### config.mk
export PLATFORM = sky130hd
export DESIGN_NAME = ppcf_port
export DESIGN_NICKNAME = d
export VERILOG_FILES = /design/src/hdl/ppcf_pin_sense.v /design/src/hdl/ppcf_port.v
export VERILOG_INCLUDE_DIRS = /design/src /design/src/hdl
export SDC_FILE = /design/constraint.sdc
export NUM_CORES = 1
export LEC_CHECK = 0
export ABC_CLOCK_PERIOD_IN_PS = 3200
export BUFFER_PORTS_ARGS = -buffer_cell sky130_fd_sc_hd__buf_2
export CORE_MARGIN = 3
export CORE_UTILIZATION = 55
export CTS_CLUSTER_DIAMETER = 80
export DETAILED_ROUTE_END_ITERATION = 8
export MAX_ROUTING_LAYER = met4
export PLACE_DENSITY = 0.89
export SLEW_MARGIN = 10
export SYNTH_ARGS = -nofsm -noshare
export SYNTH_HDL_FRONTEND = slang
export SYNTH_SLANG_ARGS = --single-unit
### constraint.sdc
create_clock -name hclk -period 3.2 [get_ports hclk]
set_clock_uncertainty 0.15 [all_clocks]
set_input_delay 0.16 -clock hclk [delete_from_list [all_inputs] [get_ports hclk]]
set_output_delay 0.16 -clock hclk [all_outputs]
set_load 0.01 [all_outputs]
### src/hdl/ppcf_regs.vh
/*
 * register offsets, field positions and sense codes of the pin port block.
 * assumes byte offsets map to word addresses (index times four).
 */
`ifndef PPCF_REGS_VH
`define PPCF_REGS_VH

`define PPCF_IDX_DIR          6'h00
`define PPCF_IDX_OUT          6'h04
`define PPCF_IDX_TOGGLE       6'h07
`define PPCF_IDX_INPUT        6'h08
`define PPCF_IDX_FLAGS        6'h09
`define PPCF_IDX_PORTCTL      6'h0A
`define PPCF_IDX_SETUP        6'h0B
`define PPCF_IDX_COPYMASK     6'h0C
`define PPCF_IDX_PINCTL_BASE  6'h10
`define PPCF_IDX_PINCTL_LAST  6'h17

`define PPCF_RST_BYTE         8'h00
`define PPCF_SETUP_USED       8'h8F
`define PPCF_BIT_INVERT       7
`define PPCF_BIT_PULL         3
`define PPCF_SENSE_HI         2
`define PPCF_BIT_SLEW         0

`define PPCF_SENSE_OFF        3'h0
`define PPCF_SENSE_ANY        3'h1
`define PPCF_SENSE_RISE       3'h2
`define PPCF_SENSE_FALL       3'h3
`define PPCF_SENSE_NOBUF      3'h4
`define PPCF_SENSE_LOW        3'h5

`define PPCF_HTRANS_NONSEQ    2'h2
`define PPCF_HTRANS_SEQ       2'h3

`endif

### src/hdl/ppcf_pin_sense.v
/*
 * per-pin input sampling and event detection for one pin.
 * assumes pin_in is synchronous to hclk.
 */
`timescale 1ns/10ps
`default_nettype none
`include "ppcf_regs.vh"

module ppcf_pin_sense (
    input  wire       hclk,
    input  wire       hresetn,
    input  wire       clk_en,
    input  wire       pin_in,
    input  wire [7:0] pin_ctl,
    output wire       buf_on,
    output reg        level_reg,
    output reg        event_hit
);

    wire [2:0] sense;
    wire       seen;
    reg        prev_reg;

    assign sense = pin_ctl[`PPCF_SENSE_HI:0];
    // RL13 buffer off code
    assign buf_on = (sense != `PPCF_SENSE_NOBUF);
    // RL10 input inversion
    assign seen = pin_in ^ pin_ctl[`PPCF_BIT_INVERT];

    // RL3 RL4 sample when buffer on
    always @(posedge hclk or negedge hresetn) begin
        if (!hresetn) begin
            level_reg <= 1'b0;
            prev_reg  <= 1'b0;
        end else if (clk_en && buf_on) begin
            level_reg <= seen;
            prev_reg  <= seen;
        end
    end

    // RL12 RL13 RL14 sense decode
    always @* begin
        case (sense)
            `PPCF_SENSE_ANY:  event_hit = buf_on && (seen != prev_reg);
            `PPCF_SENSE_RISE: event_hit = seen && !prev_reg;
            `PPCF_SENSE_FALL: event_hit = !seen && prev_reg;
            `PPCF_SENSE_LOW:  event_hit = !seen;
            default:          event_hit = 1'b0;
        endcase
    end

endmodule // ppcf_pin_sense

`default_nettype wire

### src/hdl/ppcf_port.v
/*
 * eight-pin port: output latch, input level, event flags, slew control,
 * shared setup value and copy mask, per-pin control, ahb-lite slave.
 * assumes a single ahb-lite master, word accesses, pins synchronous.
 */
// What this block does
// RL1: writing one to toggle or input register inverts that output bit
// RL2: toggle register reads back the output latch
// RL3: input bit holds sampled pin level while buffer enabled
// RL4: disabled buffer stops sampling, input bit keeps its value
// RL5: flag sets when pin change or level matches its sense setting
// RL6: writing one clears a flag, zero leaves it
// RL7: port control bit 0 enables slew limiting on all pins
// RL8: setup value is one shared copy across all ports
// RL9: setup holds invert bit 7, pull bit 3, sense bits 2:0
// RL10: invert enable inverts both driven and sampled pin value
// RL11: pull-up enabled only while pin is input-only
// RL12: sense 1 both edges, 2 rising, 3 falling, buffer on
// RL13: sense 0 no flag buffer on, 4 both off, 6,7 reserved
// RL14: sense 5 flags low level, repeatedly while low
// RL15: copy mask bit one copies setup value into that pin control
// RL16: copy mask reads as zero
// RL17: all selected pin controls update in the same cycle
// RL18: software writes setup value first, then copy mask
// RL19: pin controls at 0x10 plus index, setup layout, reset zero
// RL20: latch drives pin level only while direction enables driver
// RL21: flag set wins over simultaneous software clear
`timescale 1ns/10ps
`default_nettype none
`include "ppcf_regs.vh"

module ppcf_port (
    input  wire        hclk,
    input  wire        hresetn,
    input  wire        clk_en,
    input  wire        hsel,
    input  wire [31:0] haddr,
    input  wire [1:0]  htrans,
    input  wire        hwrite,
    input  wire [2:0]  hsize,
    input  wire [31:0] hwdata,
    input  wire        hready,
    output wire        hreadyout,
    output wire        hresp,
    output reg  [31:0] hrdata,
    input  wire [7:0]  shared_setup_in,
    output wire        shared_setup_we,
    output wire [7:0]  shared_setup_wdata,
    input  wire [7:0]  pin_in,
    output wire [7:0]  pin_out,
    output wire [7:0]  pin_oe,
    output wire [7:0]  pull_enable,
    output wire [7:0]  input_buffer_enable,
    output wire        slew_limit_enable
);

    ////////////////////////////////////////////////////////////////////
    // bus address phase capture

    reg        wr_pend_reg;
    reg [5:0]  wr_idx_reg;
    reg [7:0]  dir_reg;
    reg [7:0]  out_reg;
    reg [7:0]  flags_reg;
    reg [7:0]  portctl_reg;
    reg [63:0] pinctl_reg;
    reg [63:0] pinctl_next;
    reg [7:0]  flags_next;
    reg [7:0]  out_next;
    reg [31:0] rd_next;
    wire [7:0] level;
    wire [7:0] hit;
    wire [7:0] wbyte;
    wire       addr_ok;
    wire       take;
    wire [5:0] a_idx;
    integer    i;

    function is_reg;
        input [5:0] idx;
        begin
            is_reg = (idx == `PPCF_IDX_DIR) || (idx == `PPCF_IDX_OUT) ||
                     (idx == `PPCF_IDX_TOGGLE) || (idx == `PPCF_IDX_INPUT) ||
                     (idx == `PPCF_IDX_FLAGS) || (idx == `PPCF_IDX_PORTCTL) ||
                     (idx == `PPCF_IDX_SETUP) || (idx == `PPCF_IDX_COPYMASK) ||
                     ((idx >= `PPCF_IDX_PINCTL_BASE) &&
                      (idx <= `PPCF_IDX_PINCTL_LAST));
        end
    endfunction

    function [7:0] pin_ctl;
        input [63:0] all;
        input [2:0]  n;
        begin
            pin_ctl = all[n*8 +: 8];
        end
    endfunction

    assign a_idx     = haddr[7:2];
    assign addr_ok   = (haddr[31:8] == 24'h000000) && is_reg(a_idx);
    assign take      = hsel && hready && clk_en &&
                       ((htrans == `PPCF_HTRANS_NONSEQ) ||
                        (htrans == `PPCF_HTRANS_SEQ));
    assign hreadyout = 1'b1;
    assign hresp     = 1'b0;
    assign wbyte     = hwdata[7:0];

    always @(posedge hclk or negedge hresetn) begin
        if (!hresetn) begin
            wr_pend_reg <= 1'b0;
            wr_idx_reg  <= `PPCF_IDX_DIR;
        end else if (clk_en) begin
            wr_pend_reg <= take && hwrite && addr_ok;
            wr_idx_reg  <= a_idx;
        end
    end

    ////////////////////////////////////////////////////////////////////
    // per-pin sense

    genvar g;
    generate
        for (g = 0; g < 8; g = g + 1) begin : g_pin
            ppcf_pin_sense u_sense (
                .hclk      (hclk),
                .hresetn   (hresetn),
                .clk_en    (clk_en),
                .pin_in    (pin_in[g]),
                .pin_ctl   (pinctl_reg[g*8 +: 8]),
                .buf_on    (input_buffer_enable[g]),
                .level_reg (level[g]),
                .event_hit (hit[g])
            );
            // RL10 output inversion
            // RL20 drive only when direction set
            assign pin_out[g] = out_reg[g] ^
                                pinctl_reg[g*8 + `PPCF_BIT_INVERT];
            assign pin_oe[g]  = dir_reg[g];
            // RL11 pull only when input-only
            assign pull_enable[g] = pinctl_reg[g*8 + `PPCF_BIT_PULL] &&
                                    !dir_reg[g];
        end
    endgenerate

    // RL7 port-wide slew limit
    assign slew_limit_enable = portctl_reg[`PPCF_BIT_SLEW];

    // RL8 shared setup write out
    assign shared_setup_we    = clk_en && wr_pend_reg &&
                                (wr_idx_reg == `PPCF_IDX_SETUP);
    // RL9 unused bits dropped
    assign shared_setup_wdata = wbyte & `PPCF_SETUP_USED;

    ////////////////////////////////////////////////////////////////////
    // register next values

    always @* begin
        out_next    = out_reg;
        pinctl_next = pinctl_reg;
        // RL6 write one clears
        flags_next  = flags_reg;
        if (wr_pend_reg && (wr_idx_reg == `PPCF_IDX_FLAGS))
            flags_next = flags_reg & ~wbyte;
        // RL5 RL21 set wins over clear
        flags_next = flags_next | hit;
        if (wr_pend_reg) begin
            case (wr_idx_reg)
                `PPCF_IDX_OUT: out_next = wbyte;
                // RL1 toggle by either register
                `PPCF_IDX_TOGGLE,
                `PPCF_IDX_INPUT: out_next = out_reg ^ wbyte;
                // RL15 RL17 parallel copy
                `PPCF_IDX_COPYMASK: begin
                    for (i = 0; i < 8; i = i + 1) begin
                        if (wbyte[i])
                            pinctl_next[i*8 +: 8] = shared_setup_in;
                    end
                end
                default: ;
            endcase
            // RL19 individual pin control
            if ((wr_idx_reg >= `PPCF_IDX_PINCTL_BASE) &&
                (wr_idx_reg <= `PPCF_IDX_PINCTL_LAST))
                pinctl_next[wr_idx_reg[2:0]*8 +: 8] =
                    wbyte & `PPCF_SETUP_USED;
        end
    end

    always @(posedge hclk or negedge hresetn) begin
        if (!hresetn) begin
            dir_reg     <= `PPCF_RST_BYTE;
            out_reg     <= `PPCF_RST_BYTE;
            flags_reg   <= `PPCF_RST_BYTE;
            portctl_reg <= `PPCF_RST_BYTE;
            pinctl_reg  <= {8{`PPCF_RST_BYTE}};
        end else if (clk_en) begin
            out_reg    <= out_next;
            flags_reg  <= flags_next;
            pinctl_reg <= pinctl_next;
            if (wr_pend_reg && (wr_idx_reg == `PPCF_IDX_DIR))
                dir_reg <= wbyte;
            if (wr_pend_reg && (wr_idx_reg == `PPCF_IDX_PORTCTL))
                portctl_reg <= {7'h00, wbyte[`PPCF_BIT_SLEW]};
        end
    end

    ////////////////////////////////////////////////////////////////////
    // read data

    always @* begin
        rd_next = 32'h00000000;
        case (a_idx)
            `PPCF_IDX_DIR:     rd_next[7:0] = dir_reg;
            `PPCF_IDX_OUT:     rd_next[7:0] = out_reg;
            // RL2 toggle reads latch
            `PPCF_IDX_TOGGLE:  rd_next[7:0] = out_reg;
            `PPCF_IDX_INPUT:   rd_next[7:0] = level;
            `PPCF_IDX_FLAGS:   rd_next[7:0] = flags_reg;
            `PPCF_IDX_PORTCTL: rd_next[7:0] = portctl_reg;
            `PPCF_IDX_SETUP:   rd_next[7:0] = shared_setup_in;
            // RL16 mask reads zero
            `PPCF_IDX_COPYMASK: rd_next[7:0] = `PPCF_RST_BYTE;
            default: begin
                if (addr_ok)
                    rd_next[7:0] = pin_ctl(pinctl_reg, a_idx[2:0]);
            end
        endcase
    end

    always @(posedge hclk or negedge hresetn) begin
        if (!hresetn)
            hrdata <= 32'h00000000;
        else if (clk_en && take && !hwrite)
            hrdata <= rd_next;
    end

endmodule // ppcf_port

`default_nettype wire

After elaboration in Yosys (flattened, before gate mapping)
Cells that the tools add are included.

storage, ports and cells
  register bits after elaboration = 112
  input port bits = 91
  output and inout port bits = 76
  word-level logic and storage cells = 231

operators by class
  add/subtract/negate cells = 1
  order comparisons = 4
  eq/ne operators = 64
  shift-type cells = 3
  mux-type cells = 24
  bitwise logic cells = 20
  reductions and logical operators = 99

operators by type and width
  kind                       number
  $mux W64                   3
  $mux W8                    10
  $bwmux W64                 1
  $shift A8 B34 Y64 const A  1
  $shiftx A64 B7 Y8          1
  $shiftx A8 B34 Y64         1
  $eq A6 B4 Y1 const B       10
  $pmux W8 S7                1
  $logic_and A1 B1 Y1        55
  $eq A3 B2 Y1 const B       16
  $neg A6 Y34                1
  $pmux W1 S4                8
  $logic_not A1 Y1           25
  $eq A3 B1 Y1 const B       8
  $eq A3 B3 Y1 const B       8
  $eq A6 B3 Y1 const B       4
  $logic_not A24 Y1          1
  $ne A3 B3 Y1 const B       8
  $pmux W8 S2                1
  $xor A1 B1 Y1              16
  $ge A6 B5 Y1 const B       2
  $le A6 B5 Y1 const B       2
  $logic_not A6 Y1           2
  $logic_or A1 B1 Y1         9
  other kinds (10)           21

Logic depth before layout (Yosys ltp)
  word-level depth = 12
  depth in mapped cells = 10
  mapped depth without buffers = 8

Modules after synthesis
Synthesis repeated with hierarchy kept, for this count alone.

unflattened totals
  cells, all modules = 713
  area total of the unflattened synthesis = 6919.1 um^2

by module, submodules not included
  module          times used  cells an instance  area each (um^2)  sequential area each (um^2)
  ppcf_port       1           617                6108.4            2602.5
  ppcf_pin_sense  8           12                 101.3             25.0

Worst setup path after synthesis
OpenSTA, ideal clock, no wires.

  kind = register to register
  start = reg wr_idx_reg[0]
  end = reg pinctl_reg[51]
  setup time = 126 ps
  arrival = 2403 ps
  data required time = 2924 ps
  setup slack = 521 ps
  stages on the path, launching flop included = 10
  path buffers = 1
  clock period less this slack = 2679 ps
  cell sequence = dfrtp_1 clkbuf_1 inv_1 ha_1 ha_1 nor4b_2 nand2_1 nor3_2 nor2_2 a221o_1

between the ends
  word-level cells in the longest chain between the ends = 5
  elaborated cells on any way between the ends = 11
  classes of those cells = 1 x add/sub; 2 x order compare; 1 x eq/ne; 2 x shift; 4 x mux; 1 x reduce/logical

RTL lines
  element                                              RTL line         text
  start, declared                                      ppcf_port.v:61   reg [5:0] wr_idx_reg;
  start signal, assigned                               ppcf_port.v:111  wr_idx_reg <= `PPCF_IDX_DIR;
  start signal, assigned                               ppcf_port.v:114  wr_idx_reg <= a_idx;
  branches (longest 4 deep; another with $neg A6 Y34)  -
  $mux W64 *                                           ppcf_port.v:182  if ((wr_idx_reg >= `PPCF_IDX_PINCTL_BASE) &&
  end signal, assigned                                 ppcf_port.v:195  pinctl_reg <= {8{`PPCF_RST_BYTE}};
  end signal, assigned                                 ppcf_port.v:199  pinctl_reg <= pinctl_next;
  end, declared                                        ppcf_port.v:66   reg [63:0] pinctl_reg;

Every way passes the cells marked *. The select of a mux whose other input is x is not followed.
A chain may end at the register's enable or synchronous reset.

Worst setup path in the final report
  start = reg wr_idx_reg[0]
  end = reg pinctl_reg[57]

Same word-level chain as after synthesis.

==> results.yml <==
status:
  status: "completed"
sta:
  holdWs_ns: 0.00175
  min_period_ns: 2.91
  post-route-period-util_pct: 91.1
  tns_ns: 0
  rsz0062_at_grt: "false"
  slew_headroom_pct: 45.9
  hold_violations: 0
  timing.final.max_slew_violations: 0
  worst_slew_pin_slew_ns: 0.808
  finalSetupViolations: 0
  timing.fmax_mhz: 343
cts:
  clk_pin_slew_ns: 0.07
  htree_levels: 3
  clkLatencyLatePin_ns: 0.35
  cts.sinks: 112
  cts_tree: "yes"
  clockBufferDepth: 2
  cts-root-buf: "clkbuf_16"
  cts_setup_buffers: 0
  numCtsBuffers: 9
global_routing:
  grt_pass1_wl_um: 34000
  globalRoute.totalOverflow: 0
  grt_start_max_net_pins: 64
  grtUsageTotal_pct: 31.2
  grt_pass1_vias: 6227
  antenna_found_initial: 1
detailed_routing:
  wl_per_cell_um: 21.8
  wl_um: 22100
  vias_per_cell: 6.42
  drc_errors: 0
  ant_nets: 0
  first_iter_violations: 843
  via_count: 6518
  first_pass_iters: 6
logic_synthesis:
  synth_flop_cell: "dfrtp_1"
  synth_compound_area_share_pct: 18.4
  ys_seq_area_share_pct: 38.9
  synth_area_per_cell_um2: 9.50
  synth_xor_area_share_pct: 1.94
  synth_simple_gate_area_share_pct: 17.0
  synthArstFlopShare_pct: 100
  synth.distinct_cells: 61
  synth_fa_ha_area_share_pct: 3.65
  muxShareOfSynthArea_pct: 11.3
  synth_edf_count: 0
  syn_area_um2: 7210
  synth_top_family_by_area: "compound AO/OA/AOI/OAI gates"
  synthCells: 759
  ys_warn_count: 0
  synth_seq_cells: 112
cells_and_area:
  largest_register_ffs: 64
  syn2layout_area_growth_pct: 11.4
  fillers: 1094
  num-nets-final: 949
  layout-drive-gt1-share_pct: 22.9
  stdcell_count: 1015
  fin_util_pct: 63.1
floorplan:
  core_area_um2: 12700
  start_util_pct: 56.7
  die_w_um: 120
  row_count: 41
  fp.dieArea_um2: 14500
  die_y_um: 120
  io_pins: 167
critical_path:
  end_kind: "register"
  critical_path.max_stage_delay_ns: 0.42
  r2r_cells: 8
  crit_top_cell: "ha_1"
  cp.arrival_ns: 3.00
  setup.worst_path.class: "register to register"
  cp_top_family: "simple AND/OR/NAND/NOR gates"
  cp-start-kind: "register"
  cp_max_fo: 6
  crit_slowest_cell: "nor4_2"
  worstPathCellList: "inv_1 -> ha_1 -> ha_1 -> nor4b_2 -> nand2_1 -> nor4_2 -> nor2_2 -> a221o_1"
  worst-path-buf-inv: 1
  crit_required_ns: 3.29
  path_depth: 8
worst_hold_path:
  hold_path_depth: 3
  hold_path.class: "input pin to register"
job:
  maxCapViolCount: 0
place:
  place_hpwl_um: 15800
  place_congestion: 1.04
  dp.cells: 989
  io_buffers: 107
pwr:
  p_per_area_nw_per_um2: 379
  p_leak_uw: 0.00364
  vdd_drop_max_uv: 304
==> repair_timing <==
action                                 in CTS  in global routing
gates resized for setup                     0                  0
hold buffers                                9                  0
endpoints found under the hold margin      57                  0
==> cell families (layout without fill, tap and decap cells) <==
logic type / after synthesis / after routing
other: 2 / 30
muxes: 58 / 58
DFF: 112 / 112
AOI/OAI and AO/OA: 196 / 196
and+or+nand+nor: 233 / 233
xor gates and xnor gates: 16 / 16
adders and majority gates: 21 / 21
buffers and inverters: 121 / 177
==> tightest hold or removal path: stages <==
cell and delay [ns]:
buf_2 0.17, nand2_1 0.08, a22oi_1 0.05
==> worst paths after layout <==
path                            slack (ns)                        end     startpoint
worst max-delay path                  0.29             pinctl_reg[57]  wr_idx_reg[0]
max in group asynchronous             1.91             pinctl_reg[31]        hresetn
worst min register to register        0.35                  hrdata[0]      hrdata[0]
worst max register to register        0.29             pinctl_reg[57]  wr_idx_reg[0]
worst min-delay path                 0.002                 out_reg[0]      hwdata[0]
min in group asynchronous             0.22  g_pin[4].u_sense.prev_reg        hresetn
==> metrics by stage <==
stage,setup WS (ns),total power (µW),cell area [µm²]
6_report,0.286,3040,8030
5_1_grt,0.145,3140,8030
4_1_cts,0.375,3030,8030
3_5_place_dp,0.397,1940,7650
3_3_place_gp,0.452,1930,7650
2_1_floorplan,0.521,1790,7310
==> cell usage in the layout, fill, tap and decap left out, types with 4 or more instances in the layout <==
master,count
dfrtp_1,112
buf_2,106
nand2_1,61
a21oi_1,55
nor2_1,48
o21ai_0,42
inv_1,34
conb_1,29
nand3_1,27
mux2i_1,25
ha_1,21
nand2b_1,18
mux4_2,17
xor2_1,16
mux2_2,16
nor2b_1,12
a31oi_1,12
a22o_1,12
buf_4,11
o2bb2ai_1,9
a22oi_1,9
clkbuf_16,9
dlygate4sd3_1,9
and3_1,8
a32o_1,8
a221o_1,8
or3b_2,7
nor4_1,7
nor3_1,7
o22a_1,7
a221oi_1,6
o211ai_1,6
and2_1,5
or2_2,5
o22ai_1,5
nand4_1,4
o221a_2,4
a32oi_1,4
or3_1,4
==> cell type report <==
type	instances	area [µm²]	share of cell area [%]
Multi-Input combinational cell	553	3870	48.2
Sequential cell	112	2800	34.9
Timing Repair Buffer	127	723	9.00
Clock buffer	12	256	3.19
Tap cell	172	215	2.68
Inverter	34	128	1.59
Clock inverter	4	28.8	0.358
Antenna cell	1	2.50	0.0312
==> cells in the mapped netlist, drive strengths merged (7+ instances only) <==
| library cell | count | area (µm²) |
|---|---|---|
| nand3 | 28 | 145 |
| nand2 | 61 | 229 |
| a32o | 8 | 80.1 |
| and3 | 8 | 50.1 |
| or3b | 7 | 61.3 |
| o2bb2ai | 9 | 78.8 |
| nor3 | 8 | 45.0 |
| a31oi | 12 | 75.1 |
| dfrtp | 112 | 2800 |
| mux2 | 16 | 180 |
| a221o | 8 | 80.1 |
| nand2b | 18 | 113 |
| nor2b | 12 | 75.1 |
| inv | 34 | 128 |
| o22a | 7 | 61.3 |
| xor2 | 16 | 140 |
| nor4 | 9 | 68.8 |
| a21oi | 55 | 275 |
| mux2i | 25 | 250 |
| buf | 59 | 399 |
| clkbuf | 28 | 105 |
| a22oi | 9 | 67.6 |
| nor2 | 50 | 193 |
| ha | 21 | 263 |
| o21ai | 44 | 224 |
| mux4 | 17 | 383 |
| a22o | 12 | 105 |
==> per-layer routing <==
layer  wire, µm  GRT usage [%]  vias to the layer above
met4       1050           16.0                        0
li1           -              -                     2842
met5          0              -                        -
met3       2490           5.75                       80
met2      10100           45.1                      447
met1       8450           42.2                     3149
==> power by group <==
part	leakage [µW]	switching [µW]	internal [µW]
combinational	0.00205	275	162
sequential	0.00145	43.7	1450
clock	0.000135	538	573
total	0.00364	857	2190
(Power assumes the default switching activity.)
